[src/hw/irc_pkg.sv]
// Shared constants, register map and state encodings of the interrupt request controller
package irc_pkg;

    ////////////////////////////////////////////////////////////////////////////////
    // Widths
    localparam int NUM_SRC = 6;
    localparam int EDGE_W  = 2 * NUM_SRC;
    localparam int NUM_EV  = 3;
    localparam int PC_W    = 16;
    localparam int SP_W    = 8;
    localparam int BYTE_W  = 8;
    localparam int ADR_W   = 8;
    localparam int WB_W    = 32;

    ////////////////////////////////////////////////////////////////////////////////
    // Request line positions
    localparam int SRC_EXT0       = 0;
    localparam int SRC_EXT1       = 1;
    localparam int SRC_WIDE_TMR   = 2;
    localparam int SRC_COMPARATOR = 3;
    localparam int SRC_LED_PWM    = 4;
    localparam int SRC_NARROW_TMR = 5;

    // Edge select codes, two bits per request line
    localparam logic [1:0] EDGE_RISE = 2'h0;
    localparam logic [1:0] EDGE_FALL = 2'h1;
    localparam logic [1:0] EDGE_BOTH = 2'h2;

    ////////////////////////////////////////////////////////////////////////////////
    // Register byte offsets
    localparam logic [ADR_W-1:0] REG_ENABLE   = 8'h00;
    localparam logic [ADR_W-1:0] REG_REQUEST  = 8'h04;
    localparam logic [ADR_W-1:0] REG_EDGE     = 8'h08;
    localparam logic [ADR_W-1:0] REG_STACK    = 8'h0C;
    localparam logic [ADR_W-1:0] REG_STATUS   = 8'h10;
    localparam logic [ADR_W-1:0] REG_INT_STAT = 8'h14;
    localparam logic [ADR_W-1:0] REG_INT_MASK = 8'h18;

    // Status register fields
    localparam int STAT_GIE     = 0;
    localparam int STAT_BUSY    = 1;
    localparam int STAT_PIN_SEL = 2;

    // Event bits of the sticky interrupt status
    localparam int EV_ENTRY  = 0;
    localparam int EV_RETURN = 1;
    localparam int EV_SP_ODD = 2;

    ////////////////////////////////////////////////////////////////////////////////
    // Reset values and fixed numbers
    localparam logic [NUM_SRC-1:0] RST_ENABLE = 6'h00;
    localparam logic [EDGE_W-1:0]  RST_EDGE   = 12'h000;
    localparam logic [SP_W-1:0]    RST_SP     = 8'h00;
    localparam logic [NUM_EV-1:0]  RST_MASK   = 3'h0;
    localparam logic [PC_W-1:0]    VECTOR_ADDR = 16'h0010;
    localparam logic [SP_W-1:0]    SP_STEP    = 8'h02;
    localparam logic [SP_W-1:0]    SP_ONE     = 8'h01;

    ////////////////////////////////////////////////////////////////////////////////
    // Stack sequencer states and operations
    typedef enum logic [5:0] {
        ST_IDLE   = 6'h01,
        ST_WR_HI  = 6'h02,
        ST_WR_END = 6'h04,
        ST_RD_HI  = 6'h08,
        ST_RD_CAP = 6'h10,
        ST_RD_END = 6'h20
    } irc_state_t;

    typedef enum logic [3:0] {
        OP_ENTRY  = 4'h1,
        OP_PUSHAF = 4'h2,
        OP_RETI   = 4'h4,
        OP_POPAF  = 4'h8
    } irc_op_t;

endpackage

[src/hw/irc_ctrl.sv]
// Interrupt request controller: request flags, global enable, stack sequencer, Wishbone slave
//
// Decided for this implementation: register access over Wishbone and the register offsets.
module irc_ctrl (
    // Clock and reset
    input  wire logic                              clk_i,
    input  wire logic                              rst_i,
    // Wishbone slave
    input  wire logic                              wb_cyc_i,
    input  wire logic                              wb_stb_i,
    input  wire logic                              wb_we_i,
    input  wire logic [irc_pkg::ADR_W-1:0]         wb_adr_i,
    input  wire logic [3:0]                        wb_sel_i,
    input  wire logic [irc_pkg::WB_W-1:0]          wb_dat_i,
    output logic      [irc_pkg::WB_W-1:0]          wb_dat_o,
    output logic                                   wb_ack_o,
    // Request sources
    input  wire logic [1:0]                        pin_choice_option_a_i,
    input  wire logic [1:0]                        pin_choice_option_b_i,
    input  wire logic                              pin_choice_sel_i,
    input  wire logic                              wide_timer_source_i,
    input  wire logic                              comparator_source_i,
    input  wire logic                              led_pwm_source_i,
    input  wire logic                              narrow_timer_source_i,
    // CPU core
    input  wire logic                              insn_boundary_i,
    input  wire logic                              engint_i,
    input  wire logic                              disgint_i,
    input  wire logic                              reti_i,
    input  wire logic                              pushaf_i,
    input  wire logic                              popaf_i,
    input  wire logic [irc_pkg::PC_W-1:0]          pc_i,
    input  wire logic [irc_pkg::BYTE_W-1:0]        working_register_i,
    input  wire logic [irc_pkg::BYTE_W-1:0]        flags_i,
    output logic                                   busy_o,
    output logic                                   global_enable_o,
    output logic                                   pc_load_o,
    output logic      [irc_pkg::PC_W-1:0]          pc_load_value_o,
    output logic                                   working_register_load_o,
    output logic      [irc_pkg::BYTE_W-1:0]        working_register_value_o,
    output logic                                   flags_load_o,
    output logic      [irc_pkg::BYTE_W-1:0]        flags_value_o,
    // Data memory
    output logic      [irc_pkg::SP_W-1:0]          dmem_addr_o,
    output logic      [irc_pkg::BYTE_W-1:0]        dmem_wdata_o,
    output logic                                   dmem_we_o,
    output logic                                   dmem_re_o,
    input  wire logic [irc_pkg::BYTE_W-1:0]        dmem_rdata_i,
    // Interrupt
    output logic                                   irq_o
);

    ////////////////////////////////////////////////////////////////////////////////
    // Declarations
    logic [irc_pkg::NUM_SRC-1:0] src_vec;
    logic [irc_pkg::NUM_SRC-1:0] req_flags;
    logic [irc_pkg::NUM_SRC-1:0] req_clr;
    logic [irc_pkg::NUM_SRC-1:0] source_enable_bits_r;
    logic [irc_pkg::EDGE_W-1:0]  edge_sel_r;
    logic [irc_pkg::NUM_EV-1:0]  int_stat_r;
    logic [irc_pkg::NUM_EV-1:0]  int_mask_r;
    logic [irc_pkg::NUM_EV-1:0]  int_ev;
    logic [irc_pkg::NUM_EV-1:0]  int_clr;
    logic [irc_pkg::SP_W-1:0]    stack_pointer;
    logic [irc_pkg::PC_W-1:0]    save_word_r;
    logic [irc_pkg::BYTE_W-1:0]  rd_lo_r;
    logic                        pin_sel_r;
    logic                        ge_r;
    logic                        bus_req;
    logic                        bus_wr;
    logic                        sp_wr;
    logic                        any_op;
    logic                        take_irq;
    logic                        start_push;
    logic                        ret_done;
    irc_pkg::irc_state_t         state_r;
    irc_pkg::irc_op_t            op_r;

    ////////////////////////////////////////////////////////////////////////////////
    // Request lines

    // Programming option: caught while reset is held, constant afterwards
    always_ff @(posedge clk_i) begin
        if (rst_i) begin
            pin_sel_r <= pin_choice_sel_i;
        end
    end

    always_comb begin
        src_vec                              = '0;
        src_vec[irc_pkg::SRC_EXT0]           = pin_sel_r ? pin_choice_option_b_i[0]
                                                         : pin_choice_option_a_i[0];
        src_vec[irc_pkg::SRC_EXT1]           = pin_sel_r ? pin_choice_option_b_i[1]
                                                         : pin_choice_option_a_i[1];
        src_vec[irc_pkg::SRC_WIDE_TMR]       = wide_timer_source_i;
        src_vec[irc_pkg::SRC_COMPARATOR]     = comparator_source_i;
        src_vec[irc_pkg::SRC_LED_PWM]        = led_pwm_source_i;
        src_vec[irc_pkg::SRC_NARROW_TMR]     = narrow_timer_source_i;
    end

    for (genvar g = 0; g < irc_pkg::NUM_SRC; g++) begin : g_cell
        irc_flag_cell u_cell (
            .clk_i      (clk_i),
            .rst_i      (rst_i),
            .src_i      (src_vec[g]),
            .edge_sel_i (edge_sel_r[2*g +: 2]),
            .clr_i      (req_clr[g]),
            .flag_o     (req_flags[g])
        );
    end

    ////////////////////////////////////////////////////////////////////////////////
    // Wishbone decode
    assign bus_req = wb_cyc_i & wb_stb_i & ~wb_ack_o;
    assign bus_wr  = bus_req & wb_we_i;
    assign sp_wr   = bus_wr & wb_sel_i[0] & (wb_adr_i == irc_pkg::REG_STACK);

    // A zero written to a request bit clears it; ones leave flags alone
    assign req_clr = (bus_wr & wb_sel_i[0] & (wb_adr_i == irc_pkg::REG_REQUEST))
                   ? ~wb_dat_i[irc_pkg::NUM_SRC-1:0] : '0;
    assign int_clr = (bus_wr & wb_sel_i[0] & (wb_adr_i == irc_pkg::REG_INT_STAT))
                   ? wb_dat_i[irc_pkg::NUM_EV-1:0] : '0;

    always_ff @(posedge clk_i) begin
        if (rst_i) begin
            wb_ack_o <= 1'b0;
        end else begin
            wb_ack_o <= bus_req;
        end
    end

    always_ff @(posedge clk_i) begin
        if (rst_i) begin
            source_enable_bits_r <= irc_pkg::RST_ENABLE;
            edge_sel_r           <= irc_pkg::RST_EDGE;
            int_mask_r           <= irc_pkg::RST_MASK;
        end else if (bus_wr) begin
            if (wb_sel_i[0] && wb_adr_i == irc_pkg::REG_ENABLE) begin
                source_enable_bits_r <= wb_dat_i[irc_pkg::NUM_SRC-1:0];
            end
            if (wb_sel_i[0] && wb_adr_i == irc_pkg::REG_EDGE) begin
                edge_sel_r[irc_pkg::BYTE_W-1:0] <= wb_dat_i[irc_pkg::BYTE_W-1:0];
            end
            if (wb_sel_i[1] && wb_adr_i == irc_pkg::REG_EDGE) begin
                edge_sel_r[irc_pkg::EDGE_W-1:irc_pkg::BYTE_W] <=
                    wb_dat_i[irc_pkg::EDGE_W-1:irc_pkg::BYTE_W];
            end
            if (wb_sel_i[0] && wb_adr_i == irc_pkg::REG_INT_MASK) begin
                int_mask_r <= wb_dat_i[irc_pkg::NUM_EV-1:0];
            end
        end
    end

    // Unmapped offsets still answer, with zero data
    always_ff @(posedge clk_i) begin
        if (rst_i) begin
            wb_dat_o <= '0;
        end else if (bus_req) begin
            case (wb_adr_i)
                irc_pkg::REG_ENABLE:   wb_dat_o <= 32'(source_enable_bits_r);
                irc_pkg::REG_REQUEST:  wb_dat_o <= 32'(req_flags);
                irc_pkg::REG_EDGE:     wb_dat_o <= 32'(edge_sel_r);
                irc_pkg::REG_STACK:    wb_dat_o <= 32'(stack_pointer);
                irc_pkg::REG_STATUS:   wb_dat_o <= 32'({pin_sel_r, busy_o, ge_r});
                irc_pkg::REG_INT_STAT: wb_dat_o <= 32'(int_stat_r);
                irc_pkg::REG_INT_MASK: wb_dat_o <= 32'(int_mask_r);
                default:               wb_dat_o <= '0;
            endcase
        end
    end

    ////////////////////////////////////////////////////////////////////////////////
    // Entry decision and global enable

    // Instruction strobes win over entry so an operation in flight is never split
    assign any_op     = reti_i | pushaf_i | popaf_i;
    assign take_irq   = (state_r == irc_pkg::ST_IDLE) & insn_boundary_i & ~any_op & ge_r
                      & (|(req_flags & source_enable_bits_r));
    assign start_push = take_irq | ((state_r == irc_pkg::ST_IDLE) & pushaf_i & ~reti_i);
    assign ret_done   = (state_r == irc_pkg::ST_RD_END) & (op_r == irc_pkg::OP_RETI);

    always_ff @(posedge clk_i) begin
        if (rst_i) begin
            ge_r <= 1'b0;
        end else if (take_irq) begin
            ge_r <= 1'b0;
        end else if (ret_done) begin
            ge_r <= 1'b1;
        end else if (engint_i) begin
            ge_r <= 1'b1;
        end else if (disgint_i) begin
            ge_r <= 1'b0;
        end
    end

    assign global_enable_o = ge_r;

    ////////////////////////////////////////////////////////////////////////////////
    // Stack pointer
    irc_stack_ptr u_sp (
        .clk_i   (clk_i),
        .rst_i   (rst_i),
        .wr_i    (sp_wr),
        .wdata_i (wb_dat_i[irc_pkg::SP_W-1:0]),
        .inc_i   (state_r == irc_pkg::ST_WR_END),
        .dec_i   (state_r == irc_pkg::ST_RD_END),
        .sp_o    (stack_pointer)
    );

    ////////////////////////////////////////////////////////////////////////////////
    // Stack sequencer: two byte cycles to data memory, low byte at the lower address
    always_ff @(posedge clk_i) begin
        if (rst_i) begin
            state_r      <= irc_pkg::ST_IDLE;
            op_r         <= irc_pkg::OP_ENTRY;
            save_word_r  <= '0;
            busy_o       <= 1'b0;
            dmem_addr_o  <= '0;
            dmem_wdata_o <= '0;
            dmem_we_o    <= 1'b0;
            dmem_re_o    <= 1'b0;
        end else begin
            case (state_r)
                irc_pkg::ST_IDLE: begin
                    if (reti_i || popaf_i) begin
                        op_r        <= reti_i ? irc_pkg::OP_RETI : irc_pkg::OP_POPAF;
                        busy_o      <= 1'b1;
                        dmem_re_o   <= 1'b1;
                        dmem_addr_o <= stack_pointer - irc_pkg::SP_STEP;
                        state_r     <= irc_pkg::ST_RD_HI;
                    end else if (start_push) begin
                        op_r         <= take_irq ? irc_pkg::OP_ENTRY : irc_pkg::OP_PUSHAF;
                        save_word_r  <= take_irq ? pc_i
                                                 : {flags_i, working_register_i};
                        busy_o       <= 1'b1;
                        dmem_we_o    <= 1'b1;
                        dmem_addr_o  <= stack_pointer;
                        dmem_wdata_o <= take_irq ? pc_i[irc_pkg::BYTE_W-1:0]
                                                 : working_register_i;
                        state_r      <= irc_pkg::ST_WR_HI;
                    end
                end
                irc_pkg::ST_WR_HI: begin
                    dmem_addr_o  <= stack_pointer + irc_pkg::SP_ONE;
                    dmem_wdata_o <= save_word_r[irc_pkg::PC_W-1:irc_pkg::BYTE_W];
                    state_r      <= irc_pkg::ST_WR_END;
                end
                irc_pkg::ST_WR_END: begin
                    dmem_we_o <= 1'b0;
                    busy_o    <= 1'b0;
                    state_r   <= irc_pkg::ST_IDLE;
                end
                irc_pkg::ST_RD_HI: begin
                    dmem_addr_o <= stack_pointer - irc_pkg::SP_ONE;
                    state_r     <= irc_pkg::ST_RD_CAP;
                end
                irc_pkg::ST_RD_CAP: begin
                    dmem_re_o <= 1'b0;
                    state_r   <= irc_pkg::ST_RD_END;
                end
                irc_pkg::ST_RD_END: begin
                    busy_o  <= 1'b0;
                    state_r <= irc_pkg::ST_IDLE;
                end
                default: begin
                    busy_o    <= 1'b0;
                    dmem_we_o <= 1'b0;
                    dmem_re_o <= 1'b0;
                    state_r   <= irc_pkg::ST_IDLE;
                end
            endcase
        end
    end

    // Memory answers one cycle after the read strobe, so the low byte lands here
    always_ff @(posedge clk_i) begin
        if (rst_i) begin
            rd_lo_r <= '0;
        end else if (state_r == irc_pkg::ST_RD_CAP) begin
            rd_lo_r <= dmem_rdata_i;
        end
    end

    ////////////////////////////////////////////////////////////////////////////////
    // Results to the core, one-cycle pulses with held values
    always_ff @(posedge clk_i) begin
        if (rst_i) begin
            pc_load_o                <= 1'b0;
            pc_load_value_o          <= '0;
            working_register_load_o  <= 1'b0;
            working_register_value_o <= '0;
            flags_load_o             <= 1'b0;
            flags_value_o            <= '0;
        end else begin
            pc_load_o               <= 1'b0;
            working_register_load_o <= 1'b0;
            flags_load_o            <= 1'b0;
            if (state_r == irc_pkg::ST_WR_END && op_r == irc_pkg::OP_ENTRY) begin
                pc_load_o       <= 1'b1;
                pc_load_value_o <= irc_pkg::VECTOR_ADDR;
            end
            if (ret_done) begin
                pc_load_o       <= 1'b1;
                pc_load_value_o <= {dmem_rdata_i, rd_lo_r};
            end
            if (state_r == irc_pkg::ST_RD_END && op_r == irc_pkg::OP_POPAF) begin
                working_register_load_o  <= 1'b1;
                working_register_value_o <= rd_lo_r;
                flags_load_o             <= 1'b1;
                flags_value_o            <= dmem_rdata_i;
            end
        end
    end

    ////////////////////////////////////////////////////////////////////////////////
    // Sticky event status, write one to clear, set wins over clear

    // An odd stack pointer at a push means software broke the alignment it must keep
    always_comb begin
        int_ev                     = '0;
        int_ev[irc_pkg::EV_ENTRY]  = take_irq;
        int_ev[irc_pkg::EV_RETURN] = ret_done;
        int_ev[irc_pkg::EV_SP_ODD] = start_push & stack_pointer[0];
    end

    always_ff @(posedge clk_i) begin
        if (rst_i) begin
            int_stat_r <= '0;
        end else begin
            int_stat_r <= (int_stat_r & ~int_clr) | int_ev;
        end
    end

    always_ff @(posedge clk_i) begin
        if (rst_i) begin
            irq_o <= 1'b0;
        end else begin
            irq_o <= |(int_stat_r & int_mask_r);
        end
    end

endmodule

[src/hw/irc_flag_cell.sv]
// One request line: edge detector and sticky request flag
module irc_flag_cell (
    // Clock and reset
    input  wire logic       clk_i,
    input  wire logic       rst_i,
    // Source and control
    input  wire logic       src_i,
    input  wire logic [1:0] edge_sel_i,
    input  wire logic       clr_i,
    // Flag
    output logic            flag_o
);

    logic prev_r;
    logic rise;
    logic fall;
    logic hit;

    // Seeded with the live level so a high source does not fake an edge at release
    always_ff @(posedge clk_i) begin
        prev_r <= src_i;
    end

    assign rise = src_i & ~prev_r;
    assign fall = ~src_i & prev_r;

    always_comb begin
        case (edge_sel_i)
            irc_pkg::EDGE_RISE: hit = rise;
            irc_pkg::EDGE_FALL: hit = fall;
            irc_pkg::EDGE_BOTH: hit = rise | fall;
            default:            hit = rise | fall;
        endcase
    end

    // Set regardless of the line enable; a set beats a clear in the same cycle
    always_ff @(posedge clk_i) begin
        if (rst_i) begin
            flag_o <= 1'b0;
        end else begin
            flag_o <= (flag_o & ~clr_i) | hit;
        end
    end

endmodule

[src/hw/irc_stack_ptr.sv]
// Stack pointer register: software load, hardware step up or down by two
module irc_stack_ptr (
    // Clock and reset
    input  wire logic                      clk_i,
    input  wire logic                      rst_i,
    // Software load
    input  wire logic                      wr_i,
    input  wire logic [irc_pkg::SP_W-1:0]  wdata_i,
    // Hardware steps
    input  wire logic                      inc_i,
    input  wire logic                      dec_i,
    // Value
    output logic      [irc_pkg::SP_W-1:0]  sp_o
);

    // Hardware steps win over a software load landing in the same cycle
    always_ff @(posedge clk_i) begin
        if (rst_i) begin
            sp_o <= irc_pkg::RST_SP;
        end else if (inc_i) begin
            sp_o <= sp_o + irc_pkg::SP_STEP;
        end else if (dec_i) begin
            sp_o <= sp_o - irc_pkg::SP_STEP;
        end else if (wr_i) begin
            sp_o <= wdata_i;
        end
    end

endmodule

[config.mk]
export PLATFORM = sky130hd
export DESIGN_NAME = irc_ctrl
export DESIGN_NICKNAME = d
export VERILOG_FILES = /design/src/hw/irc_pkg.sv /design/src/hw/irc_ctrl.sv /design/src/hw/irc_flag_cell.sv /design/src/hw/irc_stack_ptr.sv
export SDC_FILE = /design/constraint.sdc
export NUM_CORES = 1
export LEC_CHECK = 0
export BUFFER_PORTS_ARGS = -buffer_cell sky130_fd_sc_hd__buf_2
export CAP_MARGIN = 25
export CELL_PAD_IN_SITES_DETAIL_PLACEMENT = 0
export CELL_PAD_IN_SITES_GLOBAL_PLACEMENT = 2
export CORE_MARGIN = 1.5
export CORE_UTILIZATION = 30
export DETAILED_ROUTE_END_ITERATION = 12
export GPL_TIMING_DRIVEN = 0
export PLACE_DENSITY = 0.86
export SKIP_CTS_REPAIR_TIMING = 1
export SLEW_MARGIN = 20
export SYNTH_ARGS = -nofsm -noshare
export SYNTH_HDL_FRONTEND = slang
export SYNTH_SLANG_ARGS = --single-unit
export TNS_END_PERCENT = 50
[constraint.sdc]
create_clock -name clk_i -period 3.79 [get_ports clk_i]
set_clock_uncertainty 0.2 [all_clocks]
set_input_delay 0.379 -clock clk_i [delete_from_list [all_inputs] [get_ports clk_i]]
set_output_delay 0.379 -clock clk_i [all_outputs]
set_load 0.005 [all_outputs]
==> out/qor.yml, run 1 <==
timing:
  fin_hold_ws_ns: -0.00375
  clock.fmax_mhz: 306
  slew_headroom: 0.363
  finalCritPeriodShare: 0.863
  rsz0062_at_grt: "false"
  hold_viol_final: 3
  worst_pin_slew_ns: 0.956
  period_needed_ns: 3.27
  tns_ns: 0
  setup_viol: 0
  drv_slew: 0
die:
  rows: 54
  start_util: 0.308
  coreArea_sq_mm: 0.0220
  fp.dieH_um: 153
  die_w_um: 153
  ios: 193
  dieArea_sq_mm: 0.0235
critical_path:
  path_cells: "or3_4 > or4b_1 > clkbuf_1 > inv_1 > ha_1 > a211oi_1 > o21bai_1 > a21oi_1 > xnor2_1 > a21oi_1 > a211oi_2"
  arrival_ns: 3.41
  crit_required_ns: 3.93
  critPathMaxStageDelay_ns: 0.47
  crit_cells: 11
  criticalPathCategory: "reg2reg"
  startpoint_type: "flip-flop"
  end_kind: "flip-flop"
  cp_max_fo: 6
  reg2reg_depth: 11
  worst_path_most_repeated_cell: "a21oi_1"
  cp_top_family: "compound AO/OA/AOI/OAI gates"
  cp_slowest_cell: "or4b_1"
  cp_num_buf_inv: 2
placement:
  dp_hpwl_um: 15700
  io_buffers: 149
  gp_congestion: 0.822
  dpl_cell_area_sq_mm: 0.00795
clocking:
  clock_path_buffers: 2
  clk_latency_ns: 0.43
  clkSlewWorstSetupHoldPaths_ns: 0.06
  cts_sinks: 139
  htree_levels: 4
  cts-root-buf: "clkbuf_16"
  cts_tree: "built"
  cts_buffers: 17
global_routing:
  antenna_found_initial: 0
  first_global_vias: 5849
  grt_max_degree: 17
  gr-total-overflow: 0
  grt_pass1_wl_um: 33200
  track_usage: 0.182
synthesis:
  synth_cell_type_count: 70
  syn_avg_cell_area_sq_um: 8.73
  synth-warning-count: 0
  synth_seq_cells: 139
  synthCells: 777
  synth.area.top_cells: "dfxtp_1, mux2i_1, nor2_1"
  ys.flop_type: "dfxtp_1"
  synth_edf_count: 1
  ys_seq_area_frac: 0.412
  async_reset_ff_frac: 0
  syn_area_sq_mm: 0.00678
  synth_top_area_share: 0.407
  post-synth-top-count-cell: "dfxtp_1"
  synth_largest_area_cell: "dfxtp_1"
  ys_top_cells_by_count: "dfxtp_1, nor2_1, nand2_1"
flow_run:
  drv_cap: 0
power:
  power_density_mw_per_mm2: 414
  max-vdd-ir-drop_v: 0.000271
  finalPower_w: 0.00356
  p_leak_nw: 3.92
outcome:
  failed_checks: "hold timing"
  outcome: "complete, but fails checks"
worst_hold_path:
  hold_depth: 3
  hold_class: "in2reg"
cells_and_area:
  synthToLayoutAreaGrowth_pct: 26.6
  fin_nets: 1096
  fin_area_sq_mm: 0.00859
  drive_gt1_frac: 0.246
  antennaDiodeCount: 0
  finish.utilization: 0.390
  fill_cells: 2304
route:
  detail-route-antenna-nets: 0
  routed_via_density: 4.83
  post-route-drc-count: 0
  wl_per_cell_um: 16.6
  routed_wl_um: 21000
  drt_first_iter_violations: 453
  dr.pass1.iters: 5
  vias: 6098
layout make-up:
type / count / area (sq um) / area share
clock inverter: 12 / 115 / 0.0134
clock buffer: 19 / 454 / 0.0529
multi-input combinational: 567 / 3610 / 0.420
buffer: 70 / 380 / 0.0443
timing repair buffer: 156 / 816 / 0.0950
sequential: 139 / 2790 / 0.325
inverter: 20 / 75.1 / 0.00874
tap: 280 / 350 / 0.0408
state kept, by name, indices dropped and copies added, names as in the netlist, 4 cells and up:
signal	cells
source_enable_bits_r	6
wb_dat_o	12
u_sp.sp_o	8
dmem_wdata_o	8
working_register_value_o	8
pc_load_value_o	16
op_r	4
save_word_r	8
g_cell.u_cell.flag_o	6
flags_value_o	8
dmem_addr_o	8
state_r	6
g_cell.u_cell.prev_r	6
edge_sel_r	12
rd_lo_r	8
tightest hold or removal path, stage by stage:
cell,delay [ns]
buf_2,0.08
mux2i_1,0.05
nor2_1,0.07
power breakdown:
part | switching, W | leakage (nW) | internal, W | total [W]
clock | 0.000676 | 0.271 | 0.000943 | 0.00162
sequential | 0.0000364 | 1.13 | 0.00151 | 0.00155
combinational | 0.000219 | 2.52 | 0.000170 | 0.000389
total | 0.000932 | 3.92 | 0.00262 | 0.00356
routing by layer:
metal,vias to the layer above,share of wire,routed length (um),track usage
met3,19,0.052,1090,0.0388
li1,3091,-,-,-
met4,0,0.012,256,0.0467
met2,173,0.45,9390,0.284
met1,2815,0.49,10300,0.254
met5,-,0,0,0
metrics by stage:
step | worst slack (ns) | cells
final | 0.518 | 1263
after global routing | 0.271 | 1263
after CTS | 0.528 | 1256
after detailed placement | 0.582 | 1225
after global placement | 0.538 | 1225
after floorplan | 0.801 | 796
logic make-up (layout without fill, tap and decap cells):
group / count (synthesis) / count (layout) / synth area share
xor gates and xnor gates: 12 / 12 / 0.0155
and+or+nand+nor: 283 / 283 / 0.206
buffers and inverters: 90 / 277 / 0.0671
AOI/OAI and AO/OA: 174 / 174 / 0.174
muxes: 57 / 57 / 0.0852
DFF: 139 / 139 / 0.412
other: 1 / 20 / 0.000553
adders and majority gates: 21 / 21 / 0.0398
final timing paths:
check / startpoint / slack (ns) / endpoint
setup / recovery: state_r[5] / 0.52 / dmem_addr_o[5]
hold / removal: wb_dat_i[8] / -0.004 / edge_sel_r[8]
setup reg to reg: state_r[5] / 0.52 / dmem_addr_o[5]
hold reg to reg: wb_dat_o[8] / 0.25 / wb_dat_o[8]
cells in the final DEF, fill, tap and decap left out, types with 14 or more instances in the layout:
| cell | Yosys | layout |
|---|---|---|
| a211oi_1 | 23 | 23 |
| a21oi_1 | 54 | 54 |
| a22o_1 | 20 | 20 |
| a22oi_1 | 15 | 15 |
| buf_2 | 7 | 156 |
| buf_4 | 25 | 25 |
| clkbuf_1 | 34 | 35 |
| clkbuf_16 | 0 | 18 |
| conb_1 | 1 | 20 |
| dfxtp_1 | 138 | 138 |
| ha_1 | 20 | 20 |
| inv_1 | 20 | 20 |
| mux2i_1 | 51 | 51 |
| nand2_1 | 56 | 56 |
| nor2_1 | 131 | 131 |
| nor2b_1 | 14 | 14 |
| nor3_1 | 16 | 16 |
| o21ai_0 | 23 | 23 |
No activity file was read; power rests on OpenSTA's default activity.
==> inputs of run 2 (changes only) <==
Settings changed: CORE_MARGIN 1.5 to unset.
==> out/qor.yml, run 2 (same netlist as run 1, synthesis figures left out) <==
cells_and_area:
  finish.utilization: 0.394  # +0.00420
  antennaDiodeCount: 0  # unchanged
  fin_nets: 1100  # +0.36%
  synthToLayoutAreaGrowth_pct: 28.0
  mostFrequentLayoutCells: "buf_2, dfxtp_1, nor2_1"
  fill_cells: 2326  # +0.95%
  final_common_cell: "buf_2"
  top_regs: "pc_load_value_o: 16 flops, edge_sel_r: 12 flops, wb_dat_o: 12 flops"
  largest_register_ffs: 16  # unchanged
  fin_area_sq_mm: 0.00868  # +1.1%
  regMostFlops: "pc_load_value_o"
  drive_gt1_frac: 0.245  # -0.00125
worst_hold_path:
  hp-start: "dmem_rdata_i[6]"
  hold_class: "in2reg"
route:
  routed_via_density: 4.88  # +0.98%
  dr.pass1.iters: 9  # +4
  drt_first_iter_violations: 437  # -3.5%
  post-route-drc-count: 9  # +9
  vias: 6182  # +1.4%
  routed_wl_um: 21100  # +0.48%
  detail-route-antenna-nets: 0  # unchanged
  wl_per_cell_um: 16.7  # about the same
timing:
  drv_slew: 0  # unchanged
  clock.fmax_mhz: 300  # -2.0%
  hold_viol_final: 5  # +2
  tns_ns: 0  # unchanged
  finalCritPeriodShare: 0.881  # +0.0177
  fin_hold_ws_ns: -0.0114  # -0.00766 ns
  rsz0062_at_grt: "false"
  worst_pin_slew_ns: 0.879  # -0.0771 ns
  period_needed_ns: 3.34  # +0.0670 ns
  slew_headroom: 0.414  # +0.0514
  setup_viol: 0  # unchanged
power:
  intPower_w: 0.00279  # +6.4%
  p_comb_frac: 0.105  # -0.005
  max-vdd-ir-drop_v: 0.000293  # +8.3%
  p_sw_w: 0.000945  # +1.4%
  pwr-share-clk: 0.481  # +0.026
  power_density_mw_per_mm2: 430  # +3.9%
  seq_power_share: 0.414  # -0.021
  swShare: 0.253  # -0.00920
  p_leak_nw: 3.97  # +1.1%
critical_path:
  crit_required_ns: 3.94  # about the same
  criticalPathCategory: "reg2reg"
  cp_max_fo: 6  # unchanged
  startpoint_type: "flip-flop"
  reg2reg_from: "state_r[5]"
  arrival_ns: 3.49  # +0.08 ns
  end_kind: "flip-flop"
  crit_start: "state_r[5]"
outcome:
  outcome: "complete, but fails checks"
  failed_checks: "DRC, hold timing"
die:
  dieArea_sq_mm: 0.0232  # -1.3%
  rows: 54  # unchanged
  fp.dieH_um: 152  # -0.65%
  ios: 193  # unchanged
  coreArea_sq_mm: 0.0220  # unchanged
  start_util: 0.308  # unchanged
  die_w_um: 152  # -0.65%
placement:
  dp_hpwl_um: 15700  # about the same
  dpl_cell_area_sq_mm: 0.00795  # unchanged
  gp_congestion: 0.809  # -1.6%
  io_buffers: 149  # unchanged
clocking:
  cts_tree: "built"
  clkSlewWorstSetupHoldPaths_ns: 0.06  # about the same
  htree_levels: 4  # unchanged
  cts_buffers: 17  # unchanged
  clock_path_buffers: 2  # unchanged
  cts_sinks: 139  # unchanged
  cts-root-buf: "clkbuf_16"
  clk_latency_ns: 0.44  # about the same
global_routing:
  first_global_vias: 5993  # +2.5%
  grt_max_degree: 17  # unchanged
  antenna_found_initial: 0  # unchanged
  grt_pass1_wl_um: 33600  # +1.4%
  gr-total-overflow: 0  # unchanged
  track_usage: 0.188  # +0.00620
flow_run:
  drv_cap: 0  # unchanged
[run 2: cell types whose count changed in the layout (fill, tap and decap cells not counted), sizes merged]
| cell | previous run | this run |
|---|---|---|
| bufinv | 1 | 4 |
| clkinv | 6 | 3 |
| clkinvlp | 3 | 2 |
| dlygate4sd3 | 7 | 11 |
| inv | 22 | 24 |
[run 2: final timing paths]
path | to | slack [ns] | cells past startpoint
worst max-delay path | dmem_addr_o[5] | 0.45 | 11
worst min-delay path | pc_load_value_o[14] | -0.01 | 2
worst max register to register | dmem_addr_o[5] | 0.45 | 11
worst min register to register | wb_dat_o[5] | 0.26 | 2
[run 2: critical path, stage by stage (launching register included)]
cell and delay, ns:
dfxtp_1 0.36, or3_4 0.43, or4b_1 0.46, clkbuf_1 0.18
inv_1 0.19, ha_1 0.28, a211oi_1 0.33, o21bai_1 0.12
a21oi_1 0.18, xnor2_1 0.16, a21oi_1 0.12, a211oi_2 0.24
[run 2: power by group through the flow]
| stage | combinational (W) | sequential (W) | clock (W) |
|---|---|---|---|
| detailed placement | 0.000383 | 0.00158 | 0 |
| CTS | 0.000385 | 0.00155 | 0.00183 |
| global placement | 0.000381 | 0.00158 | 0 |
| finish | 0.000392 | 0.00155 | 0.00180 |
| global route | 0.000435 | 0.00155 | 0.00190 |
| floorplan | 0.000235 | 0.00157 | 0 |
[run 2: stage by stage]
| stage | instances | total power (W) | hold slack (ns) | setup slack (ns) |
|---|---|---|---|---|
| after floorplan | 796 | 0.00181 | 0.207 | 0.801 |
| after global placement | 1225 | 0.00196 | 0.237 | 0.498 |
| after detailed placement | 1225 | 0.00196 | 0.245 | 0.444 |
| after CTS | 1257 | 0.00376 | -0.139 | 0.409 |
| after global routing | 1268 | 0.00389 | 0.000106 | 0.252 |
| final | 1268 | 0.00374 | -0.0114 | 0.451 |
[run 2: cell type report]
| class | instances | area, sq um | share of cell area |
|---|---|---|---|
| clock inverters | 13 | 189 | 0.0218 |
| flip-flops and latches | 139 | 2790 | 0.322 |
| well taps | 280 | 350 | 0.0404 |
| repair buffers | 160 | 856 | 0.0986 |
| plain buffers | 70 | 380 | 0.0438 |
| multi-input cells | 567 | 3610 | 0.415 |
| clock buffers | 19 | 433 | 0.0499 |
| inverters | 20 | 75.1 | 0.00865 |
[run 2: metal layers]
layer / vias to the layer above / GRT usage / routed length, um
met5: - / 0 / 0
met4: 0 / 0.0569 / 289
met3: 20 / 0.0475 / 1280
met2: 182 / 0.297 / 9480
met1: 2877 / 0.251 / 10100
li1: 3103 / - / -
==> inputs of run 3 (changes only) <==
Settings changed: MAX_ROUTING_LAYER set to met4.
==> out/qor.yml, run 3 (same netlist as run 1, synthesis figures left out) <==
worst_hold_path:
  hold_class: "in2reg"
  hold_depth: 3  # +1
route:
  wl_per_cell_um: 16.6  # -0.23%
  dr.pass1.iters: 9  # unchanged
  routed_wl_um: 21100  # about the same
  drt_first_iter_violations: 451  # +3.2%
  vias: 6219  # +0.60%
  routed_via_density: 4.89  # +0.36%
  detail-route-antenna-nets: 0  # unchanged
  post-route-drc-count: 9  # unchanged
power:
  swShare: 0.252  # -0.000521
  pwr-share-clk: 0.480  # about the same
  p_sw_w: 0.000943  # -0.20%
  power_density_mw_per_mm2: 429  # -0.34%
  seq_power_share: 0.414  # about the same
  max-vdd-ir-drop_v: 0.000293  # about the same
  p_leak_nw: 3.98  # +0.32%
  p_comb_frac: 0.106  # about the same
  intPower_w: 0.00279  # about the same
timing:
  tns_ns: 0  # unchanged
  fin_hold_ws_ns: -0.000810  # +0.0106 ns
  worst_pin_slew_ns: 0.872  # -0.00695 ns
  slew_headroom: 0.419  # +0.00463
  period_needed_ns: 3.33  # -0.00587 ns
  hold_viol_final: 2  # -3
  finalCritPeriodShare: 0.879  # -0.00155
  setup_viol: 0  # unchanged
  clock.fmax_mhz: 300  # +0.18%
  rsz0062_at_grt: "false"
  drv_slew: 0  # unchanged
clocking:
  clk_latency_ns: 0.44  # about the same
  cts_tree: "built"
  clock_path_buffers: 2  # unchanged
  cts_sinks: 139  # unchanged
  htree_levels: 4  # unchanged
  cts_buffers: 17  # unchanged
  cts-root-buf: "clkbuf_16"
  clkSlewWorstSetupHoldPaths_ns: 0.06  # about the same
global_routing:
  grt_pass1_wl_um: 33600  # -0.12%
  track_usage: 0.194  # +0.00575
  first_global_vias: 6002  # +0.15%
  grt_max_degree: 17  # unchanged
  gr-total-overflow: 0  # unchanged
  antenna_found_initial: 0  # unchanged
critical_path:
  cp_num_buf_inv: 2  # unchanged
  reg2reg_depth: 11  # unchanged
  path_cells: "or3_4 > or4b_1 > clkbuf_1 > inv_1 > ha_1 > a211oi_1 > o21bai_1 > a21oi_1 > xnor2_1 > a21oi_1 > a211oi_2"
  cp_slowest_cell: "or4b_1"
  crit_required_ns: 3.94  # about the same
  cp_max_fo: 6  # unchanged
  arrival_ns: 3.48  # about the same
  worst_path_most_repeated_cell: "a21oi_1"
  startpoint_type: "flip-flop"
  cp_top_family: "compound AO/OA/AOI/OAI gates"
  end_kind: "flip-flop"
  critPathMaxStageDelay_ns: 0.46  # about the same
  criticalPathCategory: "reg2reg"
  crit_cells: 11  # unchanged
placement:
  dp_cells: 1225  # unchanged
  dpl_cell_area_sq_mm: 0.00795  # unchanged
  io_buffers: 149  # unchanged
  gp_congestion: 0.820  # +1.5%
  dp_hpwl_um: 15700  # unchanged
cells_and_area:
  finish.utilization: 0.396  # +0.00136
  final_common_cell: "buf_2"
  fin_area_sq_mm: 0.00871  # +0.35%
  fin_nets: 1103  # +0.27%
  drive_gt1_frac: 0.244  # -0.000741
  largest_register_ffs: 16  # unchanged
  antennaDiodeCount: 0  # unchanged
  regMostFlops: "pc_load_value_o"
  instances_no_fill: 1271  # +0.24%
  top_regs: "pc_load_value_o: 16 flops, edge_sel_r: 12 flops, wb_dat_o: 12 flops"
  mostFrequentLayoutCells: "buf_2, dfxtp_1, nor2_1"
  synthToLayoutAreaGrowth_pct: 28.4
  fill_cells: 2322  # -0.17%
die:
  rows: 54  # unchanged
  start_util: 0.308  # unchanged
  dieArea_sq_mm: 0.0232  # unchanged
  ios: 193  # unchanged
  die_w_um: 152  # unchanged
  fp.dieH_um: 152  # unchanged
  coreArea_sq_mm: 0.0220  # unchanged
outcome:
  failed_checks: "DRC, hold timing"
  outcome: "complete, but fails checks"
flow_run:
  drv_cap: 0  # unchanged
-- run 3: changes by cell type in the layout (fill, tap and decap cells not counted), sizes merged --
| cell | change |
|---|---|
| dlygate4sd3 | +3 |
-- run 3: final cells by class --
cell class	count	area, sq um	area share
multi-input combinational	567	3610	0.414
inverter	20	75.1	0.00862
sequential	139	2790	0.321
buffer	70	380	0.0437
timing repair buffer	163	886	0.102
clock inverter	13	189	0.0217
clock buffer	19	433	0.0497
tap	280	350	0.0402
-- run 3: final timing paths --
kind | startpoint | to | slack [ns]
worst min-delay path | pin_choice_option_a_i[1] | g_cell[1].u_cell.prev_r | -0.0008
worst min register to register | source_enable_bits_r[4] | wb_dat_o[4] | 0.26
worst max-delay path | state_r[5] | dmem_addr_o[5] | 0.46
worst max register to register | state_r[5] | dmem_addr_o[5] | 0.46
-- run 3: power groups by stage --
stage          Combinational [W]  Sequential [W]  Clock [W]
2_1_floorplan           0.000235         0.00157          0
3_3_place_gp            0.000381         0.00158          0
3_5_place_dp            0.000383         0.00158          0
4_1_cts                 0.000385         0.00155    0.00183
5_1_grt                 0.000438         0.00155    0.00190
6_report                0.000394         0.00155    0.00179
-- run 3: stage by stage --
step,power (W),worst slack [ns]
floorplan,0.00181,0.801
global placement,0.00196,0.498
finish,0.00374,0.457
detailed placement,0.00196,0.444
CTS,0.00376,0.409
global route,0.00389,0.251
-- run 3: per-layer routing --
| layer | global-route usage | vias up | wire length [um] | share of wire |
|---|---|---|---|---|
| met5 | - | - | 0 | 0 |
| met4 | 0.0525 | 0 | 289 | 0.014 |
| met3 | 0.0466 | 23 | 1210 | 0.057 |
| met2 | 0.296 | 184 | 9490 | 0.45 |
| met1 | 0.254 | 2899 | 10100 | 0.48 |
| li1 | - | 3113 | - | - |
-- run 3: worst min-delay path, stage by stage --
cell	delay, ns
buf_2	0.08
mux2i_1	0.07
inv_1	0.08
